### src/rtl/ebpwm_pkg.sv
// shared constants of the eight-bit pwm channel
package ebpwm_pkg;

  // register byte offsets on the avalon slave
  localparam logic [3:0] EBPWM_OFS_CTRL  = 4'h0;
  localparam logic [3:0] EBPWM_OFS_DUTY  = 4'h4;
  localparam logic [3:0] EBPWM_OFS_COUNT = 4'h8;

  // pwm_control field positions
  localparam int unsigned EBPWM_CTRL_OE_BIT  = 7;
  localparam int unsigned EBPWM_CTRL_POL_BIT = 6;
  localparam int unsigned EBPWM_CTRL_RSV_LSB = 3;
  localparam int unsigned EBPWM_CTRL_CKS_LSB = 0;

  // reset values
  localparam logic [7:0] EBPWM_CTRL_RST  = 8'h38;
  localparam logic [2:0] EBPWM_RSV_ONES  = 3'h7;
  localparam logic [7:0] EBPWM_DUTY_RST  = 8'hFF;
  localparam logic [7:0] EBPWM_COUNT_RST = 8'h00;

  // counter range: 0 .. 249, duty of 250 and above never matches
  localparam logic [7:0] EBPWM_COUNT_TOP = 8'hF9;
  localparam logic [7:0] EBPWM_DUTY_FULL = 8'hFA;
  localparam logic [7:0] EBPWM_DUTY_ZERO = 8'h00;

  // prescaler width: largest division is 4096 = 2**12
  localparam int unsigned EBPWM_PRESC_W = 12;

  // divider tap: divide by 2**(n) is bit n-1 of a free running counter
  // selector 0..7 picks /2 /8 /32 /128 /256 /1024 /2048 /4096
  function automatic logic [3:0] ebpwm_tap(input logic [2:0] sel);
    case (sel)
      3'h0:    ebpwm_tap = 4'h0;
      3'h1:    ebpwm_tap = 4'h2;
      3'h2:    ebpwm_tap = 4'h4;
      3'h3:    ebpwm_tap = 4'h6;
      3'h4:    ebpwm_tap = 4'h7;
      3'h5:    ebpwm_tap = 4'h9;
      3'h6:    ebpwm_tap = 4'hA;
      default: ebpwm_tap = 4'hB;
    endcase
  endfunction

endpackage

### src/rtl/ebpwm_channel.sv
// eight-bit pwm channel with avalon-mm register slave
//
// Local design decisions: the Avalon-MM register port and the register offsets.
`timescale 1ns/1ps
// Behaviour
// - polarity select high inverts the active level
// - reserved control bits ignore writes, read one
// - selector picks divide 2,8,32,128,256,1024,2048,4096
// - period is 250 counter clocks
// - counter steps on prescaler falling edge
// - disabled: counter held zero, output suppressed
// - disabled: duty write takes effect at once
// - enabled: counter starts from zero
// - output goes active on count zero to one
// - output goes inactive when count passes duty
// - enabled: duty write waits for counter wrap
// - duty zero keeps output inactive
// - duty 250 to 255 keeps output active
// - counter runs 0 to 249 then wraps
// - duty read returns the active value
// - counter cleared on reset and disable
// - duty resets to all ones
module ebpwm_channel (
  input  wire logic        clk,
  input  wire logic        rst_n,
  input  wire logic [3:0]  avs_address,
  input  wire logic        avs_read,
  input  wire logic        avs_write,
  input  wire logic [31:0] avs_writedata,
  input  wire logic [3:0]  avs_byteenable,
  output logic [31:0]      avs_readdata,
  output logic             avs_waitrequest,
  output logic             pulse_out_ch0,
  output logic             pulse_out_ch0_en
);

  typedef struct packed {
    logic        oe;
    logic        polarity_select;
    logic [2:0]  cks;
    logic [7:0]  duty_act;
    logic [7:0]  duty_buf;
    logic [7:0]  pwm_count;
    logic        active;
    logic        pin;
    logic        ack;
    logic [31:0] rdata;
  } ebpwm_state_t;

  localparam ebpwm_state_t EBPWM_STATE_RST = '{
    oe:              ebpwm_pkg::EBPWM_CTRL_RST[ebpwm_pkg::EBPWM_CTRL_OE_BIT],
    polarity_select: ebpwm_pkg::EBPWM_CTRL_RST[ebpwm_pkg::EBPWM_CTRL_POL_BIT],
    cks:             ebpwm_pkg::EBPWM_CTRL_RST[2:0],
    duty_act:        ebpwm_pkg::EBPWM_DUTY_RST,
    duty_buf:        ebpwm_pkg::EBPWM_DUTY_RST,
    pwm_count:       ebpwm_pkg::EBPWM_COUNT_RST,
    active:          1'b0,
    pin:             1'b0,
    ack:             1'b0,
    rdata:           32'h0000_0000
  };

  ebpwm_state_t s_r;
  ebpwm_state_t s_nxt;
  logic         tick;
  logic         req;
  logic         wr_acc;
  logic         run;
  logic [7:0]   ctrl_view;

  // address decode shared by the read mux, the writes and the checks
  function automatic logic ebpwm_hit(input logic [3:0] addr, input logic [3:0] ofs);
    ebpwm_hit = (addr == ofs);
  endfunction

  ebpwm_prescaler #(
    .WIDTH (ebpwm_pkg::EBPWM_PRESC_W)
  ) u_presc (
    .clk                  (clk),
    .rst_n                (rst_n),
    .clock_divider_select (s_r.cks),
    .tick                 (tick)
  );

  // reserved bits are not stored at all, so writes cannot reach them
  always_comb begin
    ctrl_view = {s_r.oe, s_r.polarity_select, ebpwm_pkg::EBPWM_RSV_ONES, s_r.cks};
  end

  always_comb begin
    s_nxt  = s_r;
    req    = avs_read | avs_write;
    // one wait state: the read mux is registered in the first cycle
    // a write lands only in the answering cycle, so a held request applies once
    wr_acc = avs_write & s_r.ack;
    s_nxt.ack = req & ~s_r.ack;
    if (req && !s_r.ack) begin
      s_nxt.rdata = 32'h0000_0000;
      if (ebpwm_hit(avs_address, ebpwm_pkg::EBPWM_OFS_CTRL)) begin
        s_nxt.rdata[7:0] = ctrl_view;
      end else if (ebpwm_hit(avs_address, ebpwm_pkg::EBPWM_OFS_DUTY)) begin
        s_nxt.rdata[7:0] = s_r.duty_act;
      end else if (ebpwm_hit(avs_address, ebpwm_pkg::EBPWM_OFS_COUNT)) begin
        s_nxt.rdata[7:0] = s_r.pwm_count;
      end
    end

    // register writes; only byte lane 0 carries data
    if (wr_acc && avs_byteenable[0]) begin
      if (ebpwm_hit(avs_address, ebpwm_pkg::EBPWM_OFS_CTRL)) begin
        s_nxt.oe              = avs_writedata[ebpwm_pkg::EBPWM_CTRL_OE_BIT];
        s_nxt.polarity_select = avs_writedata[ebpwm_pkg::EBPWM_CTRL_POL_BIT];
        s_nxt.cks             = avs_writedata[2:0];
      end else if (ebpwm_hit(avs_address, ebpwm_pkg::EBPWM_OFS_DUTY)) begin
        s_nxt.duty_buf = avs_writedata[7:0];
        if (!s_r.oe) begin
          s_nxt.duty_act = avs_writedata[7:0];
        end
      end
    end

    // the counter only runs when enabled both before and after this edge,
    // so a fresh enable always starts from zero
    run = s_r.oe & s_nxt.oe;
    if (!s_nxt.oe) begin
      s_nxt.pwm_count = ebpwm_pkg::EBPWM_COUNT_RST;
      s_nxt.active    = 1'b0;
    end else if (run && tick) begin
      if (s_r.pwm_count == ebpwm_pkg::EBPWM_COUNT_TOP) begin
        s_nxt.pwm_count = ebpwm_pkg::EBPWM_COUNT_RST;
        // loading on the wrap step keeps every period on a single duty value
        s_nxt.duty_act  = s_r.duty_buf;
      end else begin
        s_nxt.pwm_count = s_r.pwm_count + 8'h01;
      end
      if (s_r.pwm_count == ebpwm_pkg::EBPWM_COUNT_RST) begin
        s_nxt.active = (s_r.duty_act != ebpwm_pkg::EBPWM_DUTY_ZERO);
      end else if (s_r.pwm_count == s_r.duty_act) begin
        // duty of 250..255 never matches, so the level stays active
        s_nxt.active = 1'b0;
      end
    end

    // pin is registered from the next state so it moves together with the count
    s_nxt.pin = s_nxt.oe & (s_nxt.active ^ s_nxt.polarity_select);
  end

  always_ff @(posedge clk or negedge rst_n) begin
    if (!rst_n) begin
      s_r <= EBPWM_STATE_RST;
    end else begin
      s_r <= s_nxt;
    end
  end

  assign avs_waitrequest  = req & ~s_r.ack;
  assign avs_readdata     = s_r.rdata;
  assign pulse_out_ch0    = s_r.pin;
  // when disabled the pin returns to the general purpose port
  assign pulse_out_ch0_en = s_r.oe;
endmodule // ebpwm_channel

### src/rtl/ebpwm_prescaler.sv
// prescaler: free running divider and falling-edge tick of the chosen tap
`timescale 1ns/1ps
module ebpwm_prescaler #(
  parameter int unsigned WIDTH = ebpwm_pkg::EBPWM_PRESC_W
) (
  input  wire logic       clk,
  input  wire logic       rst_n,
  input  wire logic [2:0] clock_divider_select,
  output logic            tick
);

  typedef struct packed {
    logic [WIDTH-1:0] div;
    logic             tap_prev;
    logic             tick;
  } ebpwm_presc_t;

  ebpwm_presc_t s_r;
  ebpwm_presc_t s_nxt;
  logic         tap_now;

  always_comb begin
    s_nxt        = s_r;
    tap_now      = s_r.div[ebpwm_pkg::ebpwm_tap(clock_divider_select)];
    s_nxt.div    = s_r.div + {{(WIDTH-1){1'b0}}, 1'b1};
    s_nxt.tap_prev = tap_now;
    // a selector change can fake a falling edge; software avoids it by
    // choosing the division while the channel is disabled
    s_nxt.tick   = s_r.tap_prev & ~tap_now;
  end

  always_ff @(posedge clk or negedge rst_n) begin
    if (!rst_n) begin
      s_r <= '0;
    end else begin
      s_r <= s_nxt;
    end
  end

  assign tick = s_r.tick;

endmodule // ebpwm_prescaler

### config.mk
export PLATFORM = sky130hd
export DESIGN_NAME = ebpwm_channel
export DESIGN_NICKNAME = d
export VERILOG_FILES = /design/src/rtl/ebpwm_pkg.sv /design/src/rtl/ebpwm_channel.sv /design/src/rtl/ebpwm_prescaler.sv
export SDC_FILE = /design/constraint.sdc
export NUM_CORES = 1
export LEC_CHECK = 0
export ABC_AREA = 1
export BUFFER_PORTS_ARGS = -buffer_cell sky130_fd_sc_hd__buf_2
export CORE_UTILIZATION = 44
export DETAILED_ROUTE_END_ITERATION = 6
export PLACE_DENSITY = 0.72
export SLEW_MARGIN = 10
export SYNTH_ARGS = -nofsm -noshare
export SYNTH_HDL_FRONTEND = slang
export SYNTH_SLANG_ARGS = --single-unit
### constraint.sdc
create_clock -name clk -period 1.89 [get_ports clk]
set_clock_uncertainty 0.15 [all_clocks]
set_input_delay 0.189 -clock clk [delete_from_list [all_inputs] [get_ports clk]]
set_output_delay 0.189 -clock clk [all_outputs]
set_load 0.02 [all_outputs]
==> results.sh, run 1 <==
export IMPL_status="finished clean"
export IMPL_intPower_w=0.00189
export IMPL_grt_max_degree=55
export IMPL_drive_gt1_share_pct=20.2
export IMPL_yosys_top_cells_area="dfrtp_1 30%, dfstp_2 13%, nand2_1 11%"
export IMPL_rows=30
export IMPL_vias=2439
export IMPL_seq_power_share_pct=49.0
export IMPL_grt_use_total_pct=18.2
export IMPL_ir_drop_uv=339
export IMPL_hold_class="in -> reg"
export IMPL_finalCritPeriodShare_pct=93.2
export IMPL_num_antenna_cells=0
export IMPL_clockBufferDepth=2
export IMPL_grt_pass1_vias=2358
export IMPL_cts_tree="yes"
export IMPL_yosys_area_top_type="dfrtp_1"
export IMPL_crit_required_ns=1.97
export IMPL_synth_seq_area_share_pct=43.5
export IMPL_post_cts_setup_buffers=0
export IMPL_hold_viol=0
export IMPL_cts_sinks=54
export IMPL_syn_to_final_growth_pct=10.2
export IMPL_critPathKind="reg -> reg"
export IMPL_die_w_um=86.7
export IMPL_layout_commonest_cell="nand2_1"
export IMPL_finalSetupTns_ns=0
export IMPL_power_density_nw_per_um2=849
export IMPL_synthCells=371
export IMPL_swShare_pct=35.8
export IMPL_maxCapViolCount=0
export IMPL_start_util_pct=45.9
export IMPL_synth_cell_types=38
export IMPL_yosysWarningCount=0
export IMPL_numCtsBuffers=5
export IMPL_r2r_slack_ns=0.13
export IMPL_antenna_found_initial=0
export IMPL_die_h_um=86.7
export IMPL_grt_pass1_wl_mm=10.7
export IMPL_drtAntennaViolNets=0
export IMPL_dpl_hpwl_mm=4.50
export IMPL_max_freq_mhz=568
export IMPL_clockRootBuffer="clkbuf_8"
export IMPL_grt_overflow=0
export IMPL_worstSkewPairLatency_ns=0.30
export IMPL_drv_slew=0
export IMPL_power_share_clock_pct=21.4
export IMPL_p_comb_share_pct=29.7
export IMPL_clk_pin_slew_ns=0.09
export IMPL_worstPathArrival_ns=1.84
export IMPL_core_um2=6870
export IMPL_setup_viol=0
export IMPL_drc_errors=0
export IMPL_endpoint_kind="register"
export IMPL_timing_final_crit_period_ns=1.76
export IMPL_die_area_um2=7510
export IMPL_syn_cell_area_um2=3150
export IMPL_cp_start_kind="register"
export IMPL_rsz0062_at_grt="false"
export IMPL_wl_per_cell_um=12.1
export IMPL_drt_iter0_markers=120
export IMPL_totalWireLength_mm=6.13
export IMPL_p_leak_nw=1.68
export IMPL_utilization_pct=50.6
export IMPL_avgSynthCellArea_um2=8.50
export IMPL_dr_pass1_iters=4
export IMPL_ys_seq_elements=54
export IMPL_ios=79
export IMPL_synth_top_area_share_pct=30.1
export IMPL_via_per_inst=4.82
export IMPL_htree_num_levels=2
export IMPL_portBuffers=27
export IMPL_finalNetCount=457
export IMPL_cp_max_fo=16
export IMPL_netSwitchingPower_w=0.00105
export IMPL_globalplace_congestion=0.868
export IMPL_final_cell_mix="89 x nand2_1, 38 x dfrtp_1, 35 x inv_1"
==> worst max-delay path: stages, from the launching register on <==
cell	delay [ns]
dfrtp_1	0.40
inv_1	0.13
nor3_4	0.24
nand4_2	0.13
or2_1	0.29
buf_12	0.17
nor2_1	0.14
a31oi_2	0.05
==> state kept, by name, indices dropped and copies added, names as in the netlist <==
name,count
s_r,26
u_presc.s_r,13
avs_readdata,8
ctrl_view,4
pulse_out_ch0,1
pulse_out_ch0_en,1
u_presc.tick,1
==> per-layer routing <==
metal  share of wire [%]  GRT usage, %  routed length (um)  up-vias
met2                  44          28.6                2720       69
met5                   0             0                   0        -
met3                 4.7          3.05                 286        8
met1                  50          25.7                3040     1135
li1                    -             -                   -     1227
met4                 1.3          5.45                  81        0
==> cell families after synthesis <==
group / synth area share [%]
buf+inv: 14.1
other cells: 0.119
compound gates: 11.9
simple gates: 23.6
fa+ha+maj: 1.59
flops: 43.5
xor+xnor: 5.28
==> Yosys cell counts, drive strengths merged <==
cell type and n:
inv 37, nor2 32, o31ai 1, o211ai 3, dfrtp 38, conb 1, a21oi 7, o22a 1
xnor2 5, clkinv 2, or2 1, ha 4, o221ai 4, nand4 2, dfstp 16, o21ai 21
nand3b 1, o22ai 8, buf 38, xor2 14, nand2 93, nor4b 1, a31oi 9, nor3 8
nand3 23, nor4 1
==> through the flow <==
step | worst slack [ns] | std cells | hold WS (ns) | cell area, um^2 | power [W]
floorplan | 0.262 | 394 | -0.257 | 3240 | 0.00213
global placement | 0.136 | 490 | 0.0545 | 3310 | 0.00229
detailed placement | 0.104 | 490 | 0.0572 | 3310 | 0.00232
CTS | 0.131 | 506 | 0.0136 | 3470 | 0.00297
global route | 0.000619 | 506 | 0.0365 | 3470 | 0.00316
finish | 0.128 | 506 | 0.0277 | 3470 | 0.00295
==> area by class of cell <==
type | count | area [um^2]
Tap cell | 96 | 120
Sequential cell | 54 | 1370
Multi-Input combinational cell | 263 | 1430
Timing Repair Buffer | 46 | 323
Clock buffer | 7 | 76.3
Inverter | 39 | 146
Fill cell | 673 | 3390
Clock inverter | 1 | 7.51
==> power by group through the flow <==
| stage | clock network [W] | registers [W] | logic, W |
|---|---|---|---|
| 3_3_place_gp | 0 | 0.00146 | 0.000834 |
| 4_1_cts | 0.000651 | 0.00144 | 0.000872 |
| 5_1_grt | 0.000697 | 0.00146 | 0.00100 |
| 2_1_floorplan | 0 | 0.00144 | 0.000686 |
| 3_5_place_dp | 0 | 0.00146 | 0.000856 |
| 6_report | 0.000630 | 0.00144 | 0.000875 |
==> timing repair <==
item                                   CTS  global route
setup endpoints to repair                0             1
resized for setup                        0             2
endpoints found under the hold margin   65             0
hold buffers                             8             0
==> path summary, 6_finish.rpt <==
path / end / from / cells after the start
max in group asynchronous: s_r[43]$_DFFE_PN1P_ / rst_n / 3
worst min register to register: u_presc.s_r[2]$_DFF_PN0_ / u_presc.s_r[2]$_DFF_PN0_ / 1
worst max-delay path: s_r[51]$_DFF_PN1_ / s_r[41]$_DFFE_PN0P_ / 7
worst min-delay path: s_r[58]$_DFF_PN1_ / avs_writedata[7] / 3
min in group asynchronous: u_presc.s_r[12]$_DFF_PN0_ / rst_n / 3
worst max register to register: s_r[51]$_DFF_PN1_ / s_r[41]$_DFFE_PN0P_ / 7
Power figures use the tool's default switching activity.
==> run 2: changes to the inputs <==
CELL_PAD_IN_SITES_DETAIL_PLACEMENT = 0   (was not set)
CELL_PAD_IN_SITES_GLOBAL_PLACEMENT = 1   (was not set)
CORE_UTILIZATION = 39   (was 44)
PLACE_DENSITY = 0.83   (was 0.72)
==> run 2 against run 1 <==
Compared with the run above:
- design area up 0.65%
- worst setup slack better by 0.0062 ns
- hold slack got worse by 0.026 ns
- die area grew 13%
- power is 0.79% higher
- first-iteration DRC count fell by 20%
- non-clock buffer count rose by 1
- global-route usage fell by 1.9 points
- via count hardly changed
- critical path type unchanged
- clock-buffer cell count shrank 2
- combinational power barely moved
==> results.sh, run 2 (synthesized netlist as in run 1, its figures left out) <==
export IMPL_syn_to_final_growth_pct=10.9
export IMPL_grt_overflow=0
export IMPL_globalplace_congestion=0.852
export IMPL_numCtsBuffers=5
export IMPL_crit_required_ns=1.98
export IMPL_crit_buf_inv=1
export IMPL_worstPathArrival_ns=1.85
export IMPL_cts_tree="yes"
export IMPL_rows=32
export IMPL_hold_class="in -> reg"
export IMPL_portBuffers=27
export IMPL_grt_pass1_vias=2347
export IMPL_wl_per_cell_um=12.3
export IMPL_worstPathCellList="nand2_1 -> nor3_4 -> nand4_2 -> or2_1 -> buf_12 -> nor2_1 -> a31oi_2"
export IMPL_finalNetCount=458
export IMPL_layout_commonest_cell="nand2_1"
export IMPL_post_cts_setup_buffers=0
export IMPL_via_per_inst=4.76
export IMPL_critPathKind="reg -> reg"
export IMPL_timing_final_crit_period_ns=1.76
export IMPL_power_density_nw_per_um2=850
export IMPL_drt_iter0_markers=96
export IMPL_endpoint_kind="register"
export IMPL_htree_num_levels=2
export IMPL_whs_path_depth=3
export IMPL_cp_start_kind="register"
export IMPL_p_leak_nw=1.69
export IMPL_clockBufferDepth=2
export IMPL_place_area_um2=3330
export IMPL_cp_max_fo=16
export IMPL_drv_slew=0
export IMPL_drtAntennaViolNets=0
export IMPL_rr_startpoint="s_r[39]$_DFFE_PN0P_"
export IMPL_drive_gt1_share_pct=21.2
export IMPL_slowest_stage="dfrtp_1"
export IMPL_max_freq_mhz=570
export IMPL_slowest_delay_ns=0.47
export IMPL_grt_max_degree=55
export IMPL_totalWireLength_mm=6.31
export IMPL_status="finished clean"
export IMPL_maxCapViolCount=0
export IMPL_post_place_cells=498
export IMPL_clk_pin_slew_ns=0.10
export IMPL_start_util_pct=40.6
export IMPL_cp_top_family="simple AND/OR/NAND/NOR gates"
export IMPL_holdPathEnd="s_r[57]$_DFF_PN1_"
export IMPL_drc_errors=0
export IMPL_r2r_cells=7
export IMPL_ios=79
export IMPL_dr_pass1_iters=4
export IMPL_regMostFlops="s_r"
export IMPL_worstSkewPairLatency_ns=0.31
export IMPL_holdCritStartpoint="avs_writedata[6]"
export IMPL_finalCritPeriodShare_pct=92.9
export IMPL_clockRootBuffer="clkbuf_8"
export IMPL_final_cell_area_um2=3500
export IMPL_final_cell_mix="88 x nand2_1, 38 x dfrtp_1, 36 x inv_1"
export IMPL_fin_cells=513
export IMPL_reg2reg_to="s_r[58]$_DFF_PN1_"
export IMPL_largest_reg_flops=26
export IMPL_antenna_found_initial=0
export IMPL_die_area_um2=8450
export IMPL_hold_viol=0
export IMPL_ir_drop_uv=362
export IMPL_cts_sinks=54
export IMPL_num_antenna_cells=0
export IMPL_dpl_hpwl_mm=4.71
export IMPL_vias=2440
export IMPL_setup_viol=0
export IMPL_r2r_slack_ns=0.13
export IMPL_core_um2=7770
export IMPL_die_w_um=91.9
export IMPL_grt_pass1_wl_mm=10.9
export IMPL_rsz0062_at_grt="false"
export IMPL_die_h_um=91.9
export IMPL_finalSetupTns_ns=0
export IMPL_grt_use_total_pct=16.3
==> run 2: cell types whose count changed in the layout (fill, tap and decap cells not counted) <==
cell and change:
inv_2 -1, dlygate4sd3_1 -1, nor3_2 -1, buf_4 +2, nor4_1 -1, clkinv_4 +1, nor3_1 +1, nand2_1 -1
clkinv_2 +1, inv_1 +1, nor4_2 +1, clkbuf_1 -2, nand2_2 +1
==> run 2: how the worst max path moves through the flow <==
stage | start | end | slack [ns] | cells past startpoint
floorplan | s_r[36]$_DFFE_PN0P_ | s_r[56]$_DFF_PN1_ | 0.26 | 8
global placement | avs_address[0] | s_r[50]$_DFFE_PN1P_ | 0.13 | 8
detailed placement | avs_address[0] | s_r[49]$_DFFE_PN1P_ | 0.09 | 8
CTS | s_r[39]$_DFFE_PN0P_ | s_r[58]$_DFF_PN1_ | 0.14 | 7
global route | s_r[32]$_DFF_PN0_ | s_r[49]$_DFFE_PN1P_ | 0.003 | 4
finish | s_r[39]$_DFFE_PN0P_ | s_r[58]$_DFF_PN1_ | 0.13 | 7
==> run 2: timing repair <==
action	in CTS	in global routing
hold buffers	7	0
resized for setup	0	2
hold endpoints to repair	66	0
setup endpoints to repair	0	2
==> run 2: per-layer routing <==
metal | vias to the layer above | track usage [%] | share of wire [%]
met5 | - | 0 | 0
met4 | 0 | 4.69 | 1.1
met3 | 9 | 3.23 | 4.1
met2 | 55 | 24.7 | 46
met1 | 1146 | 23.5 | 49
li1 | 1230 | - | -
==> run 2: tightest hold or removal path, stage by stage <==
cell and delay [ns]:
buf_2 0.11, nand3_1 0.09, a31oi_2 0.08
==> run 2: cell type report <==
class,instances,area [um^2]
Clock buffer,5,68.8
Clock inverter,3,21.3
Fill cell,788,4270
Inverter,39,146
Multi-Input combinational cell,263,1430
Sequential cell,54,1370
Tap cell,102,128
Timing Repair Buffer,47,328
==> run 2: power by group <==
| part | internal, W | leakage [nW] | switching [W] |
|---|---|---|---|
| registers | 0.00132 | 0.652 | 0.000124 |
| clock network | 0.000261 | 0.0441 | 0.000390 |
| logic | 0.000314 | 0.993 | 0.000561 |
| total | 0.00190 | 1.69 | 0.00108 |
==> run 2: through the flow <==
stage	power, W	setup slack [ns]	utilization [%]	hold slack (ns)
floorplan	0.00213	0.262	-	-0.257
global placement	0.00231	0.126	42.8	0.0592
detailed placement	0.00233	0.0862	42.8	0.0644
CTS	0.00301	0.136	44.9	0.000758
global route	0.00319	0.00276	45.0	0.00815
finish	0.00297	0.135	45.0	0.00213
==> run 3: changes to the inputs <==
CORE_ASPECT_RATIO = 0.8   (was not set)
==> run 3 against run 2 <==
Compared with the run above:
- sequential power is essentially flat
- non-clock buffer count grew 1
- largest power group unchanged
- sequential share of layout area shrank 0.15 points
==> results.sh, run 3 (synthesized netlist as in run 1, its figures left out) <==
export IMPL_clockBufferDepth=2
export IMPL_rr_startpoint="s_r[32]$_DFF_PN0_"
export IMPL_critPathKind="reg -> reg"
export IMPL_die_area_um2=8450
export IMPL_antenna_found_initial=0
export IMPL_r2r_cells=8
export IMPL_rows=28
export IMPL_dpl_hpwl_mm=4.80
export IMPL_cp_top_family="simple AND/OR/NAND/NOR gates"
export IMPL_reg2reg_to="s_r[53]$_DFF_PN1_"
export IMPL_place_area_um2=3320
export IMPL_power_density_nw_per_um2=848
export IMPL_post_place_cells=500
export IMPL_worstSkewPairLatency_ns=0.31
export IMPL_globalplace_congestion=0.868
export IMPL_drv_slew=0
export IMPL_worstPathArrival_ns=1.86
export IMPL_grt_pass1_wl_mm=10.8
export IMPL_fin_cells=517
export IMPL_clockRootBuffer="clkbuf_8"
export IMPL_cts_tree="yes"
export IMPL_dp_worst_setup_slack_ns=0.0532
export IMPL_grt_max_degree=55
export IMPL_drtAntennaViolNets=0
export IMPL_whs_path_depth=4
export IMPL_drt_iter0_markers=106
export IMPL_max_freq_mhz=568
export IMPL_drive_gt1_share_pct=20.9
export IMPL_cp_max_fo=16
export IMPL_total_power_w=0.00298
export IMPL_wl_per_cell_um=12.7
export IMPL_endpoint_kind="register"
export IMPL_final_cell_mix="89 x nand2_1, 38 x dfrtp_1, 35 x inv_1"
export IMPL_grt_use_total_pct=16.9
export IMPL_numCtsBuffers=5
export IMPL_p_leak_nw=1.69
export IMPL_setup_viol=0
export IMPL_holdCritStartpoint="avs_address[3]"
export IMPL_status="finished clean"
export IMPL_r2r_slack_ns=0.13
export IMPL_die_w_um=103
export IMPL_worstPathCellList="nand3_1 -> nor2_4 -> nand2_2 -> nand2_4 -> or2_1 -> buf_12 -> nor2_1 -> a31oi_2"
export IMPL_slowest_stage="dfrtp_1"
export IMPL_grt_pass1_vias=2219
export IMPL_drc_errors=0
export IMPL_crit_buf_inv=1
export IMPL_setup_ws_ns=0.129
export IMPL_finalNetCount=459
export IMPL_syn_to_final_growth_pct=11.3
export IMPL_holdPathEnd="avs_readdata[3]$_DFFE_PN0P_"
export IMPL_hold_class="in -> reg"
export IMPL_hold_viol=0
export IMPL_dr_pass1_iters=4
export IMPL_layout_commonest_cell="nand2_1"
export IMPL_crit_required_ns=1.99
export IMPL_finalCritPeriodShare_pct=93.2
export IMPL_clk_pin_slew_ns=0.11
export IMPL_core_um2=7600
export IMPL_via_per_inst=4.69
export IMPL_finalSetupTns_ns=0
export IMPL_timing_final_crit_period_ns=1.76
export IMPL_ios=79
export IMPL_totalWireLength_mm=6.56
export IMPL_fill_cells=771
export IMPL_num_antenna_cells=0
export IMPL_cts_sinks=54
export IMPL_slowest_delay_ns=0.36
export IMPL_htree_num_levels=2
export IMPL_maxCapViolCount=0
export IMPL_start_util_pct=41.5
export IMPL_die_h_um=82.4
export IMPL_vias=2427
export IMPL_portBuffers=27
export IMPL_rsz0062_at_grt="false"
export IMPL_grt_overflow=0
export IMPL_largest_reg_flops=26
export IMPL_final_cell_area_um2=3510
export IMPL_cp_start_kind="register"
export IMPL_regMostFlops="s_r"
export IMPL_ir_drop_uv=342
## run 3: worst max path at each step
stage / cells past startpoint / to / from / slack (ns)
floorplan: 8 / s_r[56]$_DFF_PN1_ / s_r[36]$_DFFE_PN0P_ / 0.26
global placement: 8 / s_r[49]$_DFFE_PN1P_ / avs_address[0] / 0.08
detailed placement: 8 / s_r[49]$_DFFE_PN1P_ / avs_address[0] / 0.05
CTS: 7 / s_r[53]$_DFF_PN1_ / s_r[36]$_DFFE_PN0P_ / 0.08
global route: 6 / s_r[40]$_DFFE_PN0P_ / s_r[37]$_DFFE_PN0P_ / 0.01
finish: 8 / s_r[53]$_DFF_PN1_ / s_r[32]$_DFF_PN0_ / 0.13
## run 3: worst register-to-register path: stages (launching register included)
cell,delay [ns]
dfrtp_1,0.36
nand3_1,0.19
nor2_4,0.26
nand2_2,0.11
nand2_4,0.10
or2_1,0.16
buf_12,0.17
nor2_1,0.06
a31oi_2,0.14
## run 3: timing repair
action	CTS	global route
endpoints found under the hold margin	69	0
hold buffers	9	0
endpoints found under the setup margin	0	5
buffers inserted	0	0
gates resized for setup	0	3
## run 3: routing by layer
layer / vias to the layer above / track usage (%) / routed length [um]
li1: 1231 / - / -
met1: 1130 / 25.6 / 3470
met2: 58 / 24.9 / 2680
met3: 8 / 2.02 / 323
met4: 0 / 5.57 / 81
met5: - / 0 / 0
## run 3: layout make-up
class,instances,area (um^2),share of cell area [%]
Sequential cell,54,1370,39.1
Multi-Input combinational cell,263,1430,40.8
Clock buffer,6,72.6,2.07
Tap cell,105,131,3.74
Timing Repair Buffer,48,340,9.69
Inverter,39,150,4.28
Clock inverter,2,13.8,0.392
## run 3: power breakdown
part           total (W)  switching [W]  internal [W]
logic           0.000869       0.000556      0.000312
clock network   0.000657       0.000394      0.000263
registers        0.00145       0.000128       0.00132
total            0.00298        0.00108       0.00190
## run 3: through the flow
step	hold WS, ns	utilization [%]
5_1_grt	0.181	46.2
2_1_floorplan	-0.257	-
3_3_place_gp	0.0595	43.7
3_5_place_dp	0.0582	43.7
6_report	0.153	46.2
4_1_cts	0.146	46.1
